$ cat src/verilog/owl_pkg.sv
`default_nettype none
package owl_pkg;
    // Frame layout: start, eight data bits, parity, two stops.
    localparam int FRAME_BITS = 12;
    localparam logic [3:0] LAST_BIT = 4'hB;
    localparam logic [3:0] PAR_POS = 4'h9;
    // Oversampling and majority vote sample positions.
    localparam logic [3:0] LAST_SAMPLE = 4'hF;
    localparam logic [3:0] VOTE_A = 4'h7;
    localparam logic [3:0] VOTE_C = 4'h9;
    // Sync character measurement: five falling edges span eight bit times.
    localparam int BAUD_W = 20;
    localparam logic [2:0] SYNC_EDGES = 3'h5;
    localparam logic [BAUD_W-1:0] OVS_ADD = 20'h00080;
    localparam logic [BAUD_W-1:0] BAUD_MIN = 20'h00080;
    localparam logic [BAUD_W-1:0] BAUD_RST = 20'h00800;
    localparam logic [BAUD_W-1:0] MEAS_MAX = 20'hFFFFF;
    // Oscillator select codes.
    localparam logic [1:0] CLKSEL_16M = 2'h1;
    localparam logic [1:0] CLKSEL_8M = 2'h2;
    localparam logic [1:0] CLKSEL_4M = 2'h3;
    localparam logic [1:0] CLKSEL_RST = CLKSEL_4M;
    // Acknowledge character value; the value is arbitrary.
    localparam logic [7:0] ACK_CHAR = 8'h40;
    // Link states, Gray coded along sync, run, transmit.
    typedef enum logic [1:0] {
        L_SYNC = 2'b00,
        L_RUN = 2'b01,
        L_TX = 2'b11,
        L_ERR = 2'b10
    } owl_state_t;
endpackage
`default_nettype wire

$ cat src/verilog/owl_phy.sv
`timescale 1ns/1ps
`default_nettype none
module owl_phy
    import owl_pkg::*;
(
    input wire logic clk,
    input wire logic rstn,
    input wire logic link_en,
    input wire logic pin_i,
    output logic pin_o_q,
    output logic pin_oe_q,
    output logic pin_pue_q,
    output logic pin_ie_q,
    input wire logic parity_check_disable,
    input wire logic clksel_wr,
    input wire logic [1:0] clksel_data,
    output logic [1:0] phy_clk_sel_q,
    input wire logic sync_expect,
    output logic [7:0] rx_data_q,
    output logic rx_valid_q,
    output logic rx_err_q,
    output logic brk_q,
    input wire logic tx_req,
    input wire logic [7:0] tx_data,
    output logic tx_ready_q,
    input wire logic store_req,
    input wire logic cpu_clk_stopped,
    output logic bus_req_q,
    input wire logic bus_gnt
);
    owl_state_t state_q;
    logic [1:0] sync_s;
    logic line_s;
    logic cpu_stop_s;
    logic line_prev_q;
    logic fall;
    logic [BAUD_W-1:0] baud_q;
    logic [BAUD_W-1:0] acc_q;
    logic [BAUD_W-1:0] acc_sum;
    logic tick;
    logic [BAUD_W-1:0] meas_q;
    logic [2:0] edges_q;
    logic sync_done_q;
    logic sync_bad;
    logic rx_busy_q;
    logic rx_start;
    logic [3:0] samp_q;
    logic [3:0] bitn_q;
    logic [1:0] votes_q;
    logic [11:0] rx_sh_q;
    logic bit_val;
    logic bit_end;
    logic fr_done;
    logic [11:0] fr;
    logic fr_brk;
    logic fr_err;
    logic [11:0] tx_sh_q;
    logic tx_take;
    logic ack_pend_q;
    logic ack_go;
    logic tx_go;
    logic tx_done;
    logic [3:0] tx_samp_q;
    logic [3:0] tx_bitn_q;

    ////////////////////////////////////////////////////////////////////////////////
    // Input synchronisation and edge detect.

    // Pin and CPU clock status pass a two-flop stage before use.
    owl_sync2 #(.WIDTH(2)) u_sync (
        .clk(clk),
        .rstn(rstn),
        .async_i({cpu_clk_stopped, pin_i}),
        .sync_o(sync_s)
    );
    assign line_s = sync_s[0];
    assign cpu_stop_s = sync_s[1];

    // Previous line level for falling edge detection.
    always_ff @(posedge clk or negedge rstn) begin
        if (!rstn) begin
            line_prev_q <= 1'b1;
        end else begin
            line_prev_q <= line_s;
        end
    end
    assign fall = line_prev_q & ~line_s;

    ////////////////////////////////////////////////////////////////////////////////
    // Fractional sample tick generator, shared by receive and transmit.

    // Adding 128 per clock against eight bit times gives sixteen ticks a bit.
    assign acc_sum = acc_q + OVS_ADD;
    assign tick = (acc_sum >= baud_q);
    always_ff @(posedge clk or negedge rstn) begin
        if (!rstn) begin
            acc_q <= '0;
        end else if (rx_start || tx_take || ack_go) begin
            acc_q <= '0;
        end else if (tick) begin
            acc_q <= acc_sum - baud_q;
        end else begin
            acc_q <= acc_sum;
        end
    end

    ////////////////////////////////////////////////////////////////////////////////
    // Sync character measurement.

    // Too short a period or an overflow counts as a sync error.
    assign sync_bad = (state_q == L_SYNC) && !sync_done_q && (edges_q != 3'h0)
        && ((meas_q == MEAS_MAX) || (fall && edges_q == 3'h4 && meas_q < BAUD_MIN));

    // Count clocks from the first to the fifth falling edge, then store.
    always_ff @(posedge clk or negedge rstn) begin
        if (!rstn) begin
            meas_q <= '0;
            edges_q <= 3'h0;
            sync_done_q <= 1'b0;
            baud_q <= BAUD_RST;
        end else if (state_q != L_SYNC || !link_en || sync_bad || fr_brk) begin
            meas_q <= '0;
            edges_q <= 3'h0;
            sync_done_q <= 1'b0;
        end else if (!sync_done_q) begin
            if (edges_q != 3'h0) begin
                meas_q <= meas_q + 20'h00001;
            end
            if (fall) begin
                edges_q <= edges_q + 3'h1;
                if (edges_q == SYNC_EDGES - 3'h1) begin
                    baud_q <= meas_q + 20'h00001;
                    sync_done_q <= 1'b1;
                end
            end
        end
    end

    ////////////////////////////////////////////////////////////////////////////////
    // Frame receiver with majority vote.

    // Receiver also listens in sync state until the sync is measured, so a break is heard.
    assign rx_start = fall && !rx_busy_q && state_q != L_TX
        && !(state_q == L_SYNC && sync_done_q);
    // A frame ends at the vote of its last bit, sample 9 of the second stop bit.
    assign bit_end = rx_busy_q && tick && (samp_q == VOTE_C);
    assign bit_val = (votes_q + {1'b0, line_s}) >= 2'h2;
    assign fr_done = bit_end && (bitn_q == LAST_BIT);
    assign fr = {bit_val, rx_sh_q[11:1]};
    assign fr_brk = fr_done && (fr == 12'h000);
    assign fr_err = fr_done && !fr_brk && (fr[0] || !fr[10] || !fr[11]
        || (!parity_check_disable && (^fr[PAR_POS:1])));

    // Votes on samples 7 and 8 are kept; sample 9 joins at the bit end.
    always_ff @(posedge clk or negedge rstn) begin
        if (!rstn) begin
            rx_busy_q <= 1'b0;
            samp_q <= 4'h0;
            bitn_q <= 4'h0;
            votes_q <= 2'h0;
            rx_sh_q <= 12'hFFF;
        end else if (!link_en || state_q == L_TX || (state_q == L_SYNC && sync_done_q)) begin
            rx_busy_q <= 1'b0;
        end else if (rx_start) begin
            rx_busy_q <= 1'b1;
            samp_q <= 4'h0;
            bitn_q <= 4'h0;
            votes_q <= 2'h0;
        end else if (rx_busy_q && tick) begin
            samp_q <= samp_q + 4'h1;
            if (samp_q >= VOTE_A && samp_q < VOTE_C) begin
                votes_q <= votes_q + {1'b0, line_s};
            end
            if (samp_q == VOTE_C) begin
                rx_sh_q <= {bit_val, rx_sh_q[11:1]};
                bitn_q <= bitn_q + 4'h1;
                votes_q <= 2'h0;
                if (bitn_q == LAST_BIT) begin
                    rx_busy_q <= 1'b0;
                end
            end
        end
    end

    ////////////////////////////////////////////////////////////////////////////////
    // Link state machine.

    assign ack_go = bus_gnt && bus_req_q && state_q == L_RUN && !rx_busy_q && !rx_start;
    assign tx_take = tx_req && tx_ready_q && state_q == L_RUN && !rx_busy_q && !rx_start
        && !ack_go;
    assign tx_go = ack_go || tx_take;
    assign tx_done = (state_q == L_TX) && tick && (tx_samp_q == LAST_SAMPLE)
        && (tx_bitn_q == LAST_BIT);

    // Break wins from every listening state; an error parks the link.
    always_ff @(posedge clk or negedge rstn) begin
        if (!rstn) begin
            state_q <= L_SYNC;
        end else if (!link_en) begin
            state_q <= L_SYNC;
        end else begin
            case (state_q)
                L_SYNC: begin
                    if (fr_brk) begin
                        state_q <= L_SYNC;
                    end else if (sync_bad) begin
                        state_q <= L_ERR;
                    end else if (sync_done_q && line_s && !line_prev_q) begin
                        state_q <= L_RUN;
                    end
                end
                L_RUN: begin
                    if (fr_brk) begin
                        state_q <= L_SYNC;
                    end else if (fr_err) begin
                        state_q <= L_ERR;
                    end else if (tx_go) begin
                        state_q <= L_TX;
                    end else if (sync_expect && !rx_busy_q && !rx_start) begin
                        state_q <= L_SYNC;
                    end
                end
                L_TX: begin
                    if (tx_done) begin
                        state_q <= L_RUN;
                    end
                end
                default: begin
                    if (fr_brk) begin
                        state_q <= L_SYNC;
                    end
                end
            endcase
        end
    end

    // Received byte, error and break pulses; error state drops data.
    always_ff @(posedge clk or negedge rstn) begin
        if (!rstn) begin
            rx_data_q <= 8'h00;
            rx_valid_q <= 1'b0;
            rx_err_q <= 1'b0;
            brk_q <= 1'b0;
        end else begin
            rx_valid_q <= fr_done && !fr_brk && !fr_err && state_q == L_RUN;
            rx_err_q <= (fr_err && state_q == L_RUN) || sync_bad;
            brk_q <= fr_brk;
            if (fr_done && state_q == L_RUN) begin
                rx_data_q <= fr[8:1];
            end
        end
    end

    ////////////////////////////////////////////////////////////////////////////////
    // Transmitter, using the recovered baud and the same frame format.

    // Each bit lasts sixteen ticks of the shared fractional generator.
    always_ff @(posedge clk or negedge rstn) begin
        if (!rstn) begin
            tx_sh_q <= 12'hFFF;
            pin_o_q <= 1'b1;
            pin_oe_q <= 1'b0;
        end else if (!link_en || fr_brk) begin
            pin_o_q <= 1'b1;
            pin_oe_q <= 1'b0;
        end else if (ack_go) begin
            tx_sh_q <= {2'b11, ^ACK_CHAR, ACK_CHAR, 1'b0};
            pin_o_q <= 1'b0;
            pin_oe_q <= 1'b1;
        end else if (tx_take) begin
            tx_sh_q <= {2'b11, ^tx_data, tx_data, 1'b0};
            pin_o_q <= 1'b0;
            pin_oe_q <= 1'b1;
        end else if (tx_done) begin
            pin_o_q <= 1'b1;
            pin_oe_q <= 1'b0;
        end else if (state_q == L_TX && tick && tx_samp_q == LAST_SAMPLE) begin
            tx_sh_q <= {1'b1, tx_sh_q[11:1]};
            pin_o_q <= tx_sh_q[1];
        end
    end

    // Transmit bit timing: sixteen ticks a bit, twelve bits a frame.
    always_ff @(posedge clk or negedge rstn) begin
        if (!rstn) begin
            tx_samp_q <= 4'h0;
            tx_bitn_q <= 4'h0;
        end else if (tx_go) begin
            tx_samp_q <= 4'h0;
            tx_bitn_q <= 4'h0;
        end else if (state_q == L_TX && tick) begin
            tx_samp_q <= tx_samp_q + 4'h1;
            if (tx_samp_q == LAST_SAMPLE) begin
                tx_bitn_q <= tx_bitn_q + 4'h1;
            end
        end
    end

    // Transmit is ready only in run state with no frame arriving.
    always_ff @(posedge clk or negedge rstn) begin
        if (!rstn) begin
            tx_ready_q <= 1'b0;
        end else begin
            tx_ready_q <= link_en && state_q == L_RUN && !rx_busy_q && !rx_start && !tx_go
                && !fr_brk && !fr_err;
        end
    end

    ////////////////////////////////////////////////////////////////////////////////
    // Bus access request, clock select and pad control.

    // A store waits for the bus; no request while the CPU clock stands.
    always_ff @(posedge clk or negedge rstn) begin
        if (!rstn) begin
            ack_pend_q <= 1'b0;
            bus_req_q <= 1'b0;
        end else if (!link_en || fr_brk) begin
            ack_pend_q <= 1'b0;
            bus_req_q <= 1'b0;
        end else begin
            if (store_req) begin
                ack_pend_q <= 1'b1;
            end else if (ack_go) begin
                ack_pend_q <= 1'b0;
            end
            bus_req_q <= (ack_pend_q || store_req) && !ack_go && !cpu_stop_s;
        end
    end

    // Clock select defaults to 4 MHz on enable and on break; zero is ignored.
    always_ff @(posedge clk or negedge rstn) begin
        if (!rstn) begin
            phy_clk_sel_q <= CLKSEL_RST;
        end else if (!link_en || fr_brk) begin
            phy_clk_sel_q <= CLKSEL_RST;
        end else if (clksel_wr && clksel_data != 2'h0) begin
            phy_clk_sel_q <= clksel_data;
        end
    end

    // Pad enables follow the link, not the general port setup.
    always_ff @(posedge clk or negedge rstn) begin
        if (!rstn) begin
            pin_pue_q <= 1'b0;
            pin_ie_q <= 1'b0;
        end else begin
            pin_pue_q <= link_en;
            pin_ie_q <= link_en;
        end
    end
endmodule
`default_nettype wire

$ cat src/verilog/owl_sync2.sv
`timescale 1ns/1ps
`default_nettype none
module owl_sync2 #(
    parameter int WIDTH = 1
) (
    input wire logic clk,
    input wire logic rstn,
    input wire logic [WIDTH-1:0] async_i,
    output logic [WIDTH-1:0] sync_o
);
    logic [WIDTH-1:0] meta_q;

    // Two flops; only the second one looks at the first.
    always_ff @(posedge clk or negedge rstn) begin
        if (!rstn) begin
            meta_q <= '1;
            sync_o <= '1;
        end else begin
            meta_q <= async_i;
            sync_o <= meta_q;
        end
    end
endmodule
`default_nettype wire
$ cat config.mk
export PLATFORM = sky130hd
export DESIGN_NAME = owl_phy
export DESIGN_NICKNAME = d
export VERILOG_FILES = /design/src/verilog/owl_pkg.sv /design/src/verilog/owl_phy.sv /design/src/verilog/owl_sync2.sv
export SDC_FILE = /design/constraint.sdc
export NUM_CORES = 1
export LEC_CHECK = 0
export BUFFER_PORTS_ARGS = -buffer_cell sky130_fd_sc_hd__buf_4
export CORE_MARGIN = 5
export CORE_UTILIZATION = 30
export CTS_BUF_LIST = sky130_fd_sc_hd__clkbuf_16
export DETAILED_ROUTE_END_ITERATION = 10
export SYNTH_ARGS = -nofsm -noshare
export SYNTH_HDL_FRONTEND = slang
export SYNTH_SLANG_ARGS = --single-unit
$ cat constraint.sdc
create_clock -name clk -period 5.47 [get_ports clk]
set_input_delay 0.2735 -clock clk [delete_from_list [all_inputs] [get_ports clk]]
set_output_delay 0.2735 -clock clk [all_outputs]
set_load 0.005 [all_outputs]
==> results of run 1 <==
layer usage:
metal  track usage [%]  routed length (microns)  up-vias  part of all wire (%)
li1                  -                        -     2689                     -
met1              16.2                     7600     2566                    48
met2              18.1                     7210      120                    46
met3              3.17                      646       20                   4.1
met4              3.23                      228        0                   1.5
met5                 0                        0        -                     0
path summary, 6_finish.rpt:
| kind | start | endpoint |
|---|---|---|
| max | acc_q[7] | baud_q[14] |
| max in group asynchronous | rstn | brk_q |
| min reg2reg | u_sync.meta_q[1] | u_sync.sync_o[1] |
| max reg2reg | acc_q[7] | baud_q[14] |
| min in group asynchronous | rstn | ack_pend_q |
| min | link_en | pin_ie_q |
layout by cell type, fill, tap and decap left out, types with 10 or more instances in the layout:
cell / count
xnor2_1: 55
nor2_1: 75
inv_1: 40
a21oi_1: 41
mux2_2: 31
mux2i_1: 17
and3_1: 10
nand3_1: 36
nand2_1: 72
o21ai_0: 31
xor2_1: 27
dfstp_2: 29
ha_1: 31
buf_4: 40
clkbuf_16: 17
nand4_1: 15
dfrtp_1: 100
where the power goes:
part           total [mW]  switching, mW  internal (mW)  leakage (nW)
Sequential           1.00         0.0194          0.982          1.56
Combinational       0.210          0.130         0.0804          1.90
Clock                1.19          0.427          0.760         0.304
Total                2.40          0.576           1.82          3.77
per-stage QoR:
stage	utilization [%]	instance area (sq um)	worst slack [ns]	hold slack [ns]	cells
floorplan	-	7310	1.61	-0.0221	744
global placement	32.7	7900	1.05	0.312	1086
detailed placement	32.7	7900	0.943	0.313	1086
CTS	35.3	8540	0.896	0.0263	1121
global route	35.3	8540	0.610	0.0230	1121
finish	35.3	8540	0.964	0.0459	1121
sequential cells by signal, indices dropped and copies added (netlist names), 2 cells and up:
signal,count
acc_q,20
baud_q,20
meas_q,20
rx_sh_q,11
tx_sh_q,9
rx_data_q,8
bitn_q,4
samp_q,4
tx_bitn_q,4
tx_samp_q,4
edges_q,3
phy_clk_sel_q,2
state_q,2
u_sync.meta_q,2
u_sync.sync_o,2
votes_q,2
logic make-up (layout without fill, tap and decap cells):
logic type	count (synthesis)	count (layout)	synth area share, %
buffers and inverters	61	114	3.68
AND/OR/NAND/NOR	262	262	17.2
AO/OA/AOI/OAI	129	129	11.6
XOR/XNOR	83	83	10.1
multiplexers	48	48	7.11
adder cells (fa/ha/maj)	32	32	5.58
flip-flops	129	129	44.7
cell type report:
type | count | area (sq um) | area share, %
Sequential cell | 129 | 3260 | 38.2
Timing Repair Buffer | 44 | 342 | 4.00
Clock inverter | 15 | 191 | 2.24
Multi-Input combinational cell | 554 | 3770 | 44.2
Tap cell | 324 | 405 | 4.74
Inverter | 38 | 143 | 1.67
Clock buffer | 17 | 425 | 4.98
==> metrics.md, run 1 <==
| Metric | Value |
|---|---|
| Status | `finished clean` |
| Die Span Y | `166 microns` |
| Post-synth EDFFs | `0` |
| Diode count | `0` |
| Most common cell in the netlist | `dfrtp_1` |
| Kind of critical path | `reg -> reg` |
| Crit path max fanout | `28` |
| CTS sink count | `129` |
| Initial detailed-routing violation count | `373` |
| CTS tree | `done` |
| CP startpoint kind | `flip-flop` |
| Worst Tran Pin Value | `1.06 ns` |
| First-pass GRT wire length | `27.0 mm` |
| Cells on Worst Hold Path | `1` |
| Post-synth ARST share | `100%` |
| Final slew viol count | `0` |
| Top cells by count, synth | `dfrtp_1, nor2_1, nand2_1` |
| Die W | `166 microns` |
| Vias per cell | `4.81` |
| Tcrit/Tclk final | `82.4%` |
| Synth Cell Area | `7310 sq um` |
| Initial Util | `30.2%` |
| Slew margin rel. | `29.2%` |
| Total power draw | `2.40 mW` |
| Final setup vio count | `0` |
| Crit path capture type | `flip-flop` |
| Power per cell area | `281 nW/um^2` |
| Hold Crit Class | `in -> reg` |
| Fmax | `222 MHz` |
| Final #Nets | `837` |
| Die Area | `27,600 sq um` |
| R2r worst-path depth | `14` |
| Post-CTS Hold Buffers | `3` |
| Row count | `57` |
| Worst EP required | `5.77 ns` |
| Post-route clock skew | `0.0129 ns` |
| GPL Wtd Cong | `0.822` |
| P&R area growth vs syn | `16.9%` |
| Ranking of synthesized cells by area | `dfrtp_1, dfstp_2, xnor2_1` |
| Final setup TNS | `0 ns` |
| Post-synthesis sequential area ratio | `44.7%` |
| Number of cells on the critical path | `14` |
| Port bufs | `39` |
| Remaining global-route overflow | `0` |
| Syn Nets | `797` |
| CP Buf/Inv Count | `0` |
| Gr usage total | `11.7%` |
| Root buf cell | `clkbuf_16` |
| Max VDD drop | `208 uV` |
| H-tree levels | `4` |
| CP arrival | `4.80 ns` |
| Top-area cell type share of the netlist area | `34.2%` |
| Count of mapped cells out of synthesis | `744` |
| Total wire length | `15.7 mm` |
| Worst-skew pair later-pin latency | `0.42 ns` |
| Initial antenna violation count | `0` |
| DR DRC count | `0` |
| CP top delay family | `simple AND/OR/NAND/NOR gates` |
| Max Cap Viol | `0` |
| Sum of net half-perimeters after detailed placement | `11.3 mm` |
| Unrepaired setup endpoints after global routing | `no` |
| Number of global-route vias before repair | `5,368` |
| Layout cells sized above 1 | `17.7%` |
| Yosys warnings | `0` |
| Fill count | `2,406` |
| Worst-path clk slew | `0.06 ns` |
| Cell chain of the critical path | `ha_1 -> nand2_1 -> nor2_1 -> nand3_1 -> xnor2_1 -> ha_1 -> a21o_1 -> a21oi_2 -> nor2_1 -> a311o_1 -> a211o_1 -> or4b_4 -> nor2_8 -> mux2_2` |
| Average routed wire per standard cell | `14.0 microns` |
| Reg2reg setup slack | `0.96 ns` |
| Post-CTS Resized | `0` |
| Clk buf depth | `2` |
| Synth Flop Type | `dfrtp_1` |
| Synth cell types | `63` |
| Period minus WS final | `4.51 ns` |
| Largest net degree at the start of global routing | `68` |
| Leakage power total | `3.77 nW` |
| First-pass iteration count of the detailed router | `5` |
| Slowest CP cell | `or4b_4` |
| Final Hold Vio Count | `0` |
| I/O pins | `40` |
| Flops & latches, synth | `129` |
| Antenna viol nets, final | `0` |
| Via count | `5,395` |
| Critical path's largest stage delay | `0.73 ns` |
| Num CTS Buffers | `17` |
| Largest area contributor in the synthesized netlist | `dfrtp_1` |
| Core ar. | `24,200 sq um` |
| Setup Fix Bufs, Post-CTS | `0` |
| Syn_area_per_cell | `9.82 sq um` |
Note: power is estimated with default switching activity, not from simulation.
==> run 2, diff against run 1 <==
- clock period: 5.47 -> 4 ns (I/O delays scaled with it)
==> run 2 against run 1 <==
  * Clock skew down 0.0063 ns
  * Combinational power rose by 39%
  * Clock-buffer cell count unchanged
==> metrics.md, run 2 (same netlist as run 1, synthesis figures left out) <==
| Metric | Value |
|---|---|
| CP arrival | `4.07 ns (-0.73 ns)` |
| Final setup TNS | `0 ns (unchanged)` |
| Diode count | `0 (unchanged)` |
| Initial detailed-routing violation count | `273 (-27%)` |
| Hold_ws | `0.0333 ns (-0.0126 ns)` |
| Period minus WS final | `3.77 ns (-0.736 ns)` |
| CP startpoint kind | `flip-flop` |
| Number of global-route vias before repair | `5,310 (-1.1%)` |
| Status | `finished clean` |
| Die Area | `27,600 sq um (unchanged)` |
| Leakage power total | `3.84 nW (+2.0%)` |
| Antenna viol nets, final | `0 (unchanged)` |
| Slew margin rel. | `33.4% (+4.2 points)` |
| CTS sink count | `129 (unchanged)` |
| Final slew viol count | `0 (unchanged)` |
| H-tree levels | `4 (unchanged)` |
| DR DRC count | `0 (unchanged)` |
| Biggest regs | `acc_q x20, baud_q x20, meas_q x20` |
| First-pass GRT wire length | `27.2 mm (+1.0%)` |
| Die W | `166 microns (unchanged)` |
| Average routed wire per standard cell | `14.0 microns (-0.11%)` |
| Final #Nets | `853 (+1.9%)` |
| Tcrit/Tclk final | `94.3% (+12 points)` |
| Layout cells sized above 1 | `19.4% (+1.7 points)` |
| Crit path max fanout | `6 (-79%)` |
| Die Span Y | `166 microns (unchanged)` |
| Port bufs | `39 (unchanged)` |
| Post-route clock skew | `0.00660 ns (-0.00625 ns)` |
| Remaining global-route overflow | `0 (unchanged)` |
| Worst-path clk slew | `0.05 ns (about the same)` |
| Worst EP required | `4.30 ns (-1.47 ns)` |
| Hold Crit Class | `in -> reg` |
| Final setup vio count | `0 (unchanged)` |
| Row count | `57 (unchanged)` |
| Crit path capture type | `flip-flop` |
| Core ar. | `24,200 sq um (unchanged)` |
| FF+latch area | `3260 sq um (unchanged)` |
| GPL Wtd Cong | `0.818 (-0.47%)` |
| Most frequent cells in the layout | `dfrtp_1, nor2_1, nand2_1, xnor2_1, buf_4` |
| Fmax | `265 MHz (+20%)` |
| Total wire length | `15.9 mm (+1.3%)` |
| Clk buf depth | `2 (unchanged)` |
| First-pass iteration count of the detailed router | `5 (unchanged)` |
| Initial antenna violation count | `0 (unchanged)` |
| Power per cell area | `361 nW/um^2 (+29%)` |
| Gr usage total | `11.8% (+0.14 points)` |
| Max Cap Viol | `0 (unchanged)` |
| Area of the multi-input gates | `3810 sq um (+0.93%)` |
| Final Hold Vio Count | `0 (unchanged)` |
| Sum of net half-perimeters after detailed placement | `11.6 mm (+2.7%)` |
| Initial Util | `30.2% (unchanged)` |
| Max VDD drop | `289 uV (+39%)` |
| Root buf cell | `clkbuf_16` |
| Num CTS Buffers | `17 (unchanged)` |
| I/O pins | `40 (unchanged)` |
| Fill count | `2,394 (-0.50%)` |
| Vias per cell | `4.78 (-0.66%)` |
| Worst Tran Pin Value | `0.996 ns (-0.0629 ns)` |
| Unrepaired setup endpoints after global routing | `no` |
| Largest net degree at the start of global routing | `74 (+8.8%)` |
| Worst-skew pair later-pin latency | `0.42 ns (about the same)` |
| Via count | `5,436 (+0.76%)` |
| Leading cell type in the layout, fill and taps excluded | `dfrtp_1` |
| P&R area growth vs syn | `18.4%` |
| CTS tree | `done` |
| Kind of critical path | `reg -> reg` |
-- run 2: path summary, 6_finish.rpt --
kind                       cells past startpoint          endpoint        startpoint  slack (ns)
max                                           14        baud_q[14]          acc_q[9]        0.23
min                                            3        ack_pend_q         store_req        0.03
max reg2reg                                   14        baud_q[14]          acc_q[9]        0.23
min reg2reg                                    0  u_sync.sync_o[1]  u_sync.meta_q[1]        0.36
max in group asynchronous                      3        tx_sh_q[3]              rstn        2.74
min in group asynchronous                      2         samp_q[1]              rstn        0.36
-- run 2: critical path: stages, from the launching register on --
cell	delay, ns
dfrtp_1	0.37
and2_1	0.20
nand4_1	0.15
nor2_2	0.18
nand3_1	0.15
xnor2_2	0.24
ha_4	0.26
a21o_1	0.19
a21oi_2	0.18
nor2_1	0.05
a311o_1	0.34
a211o_1	0.29
or4b_4	0.54
nor2_8	0.17
mux2_2	0.35
-- run 2: power breakdown --
group	switching, mW	internal [mW]
registers	0.0267	1.34
logic	0.178	0.114
clock network	0.562	0.898
-- run 2: layer usage --
metal  part of all wire (%)  up-vias  global-route usage [%]
li1                       -     2727                       -
met1                     51     2638                    17.0
met2                     45       62                    18.0
met3                    3.1        9                    2.21
met4                    1.1        0                    3.87
met5                      0        -                       0
-- run 2: what timing repair did --
| item | 4_1_cts | 5_1_grt |
|---|---|---|
| endpoints found under the setup margin | 0 | 34 |
| buffers inserted | 0 | 3 |
| hold buffers | 4 | 0 |
| gates resized for setup | 0 | 7 |
| endpoints found under the hold margin | 57 | 0 |
-- run 2: cell type report --
cell class                 instances  share of cell area, %
clock buffer                      17                   4.92
timing repair buffer              60                   5.55
inverter                          38                   1.65
sequential                       129                   37.7
tap                              324                   4.68
multi-input combinational        554                   44.0
clock inverter                    15                   1.46
-- run 2: through the flow --
step                      setup slack, ns  util (%)  power (mW)  cells  area, sq um
after floorplan                     0.138         -        1.58    744         7310
after global placement              0.202      33.1        1.68   1098         8000
after detailed placement            0.171      33.1        1.68   1098         8000
after CTS                           0.153      35.5        3.17   1134         8590
after global routing               0.0134      35.8        3.26   1137         8650
final                               0.230      35.8        3.12   1137         8650
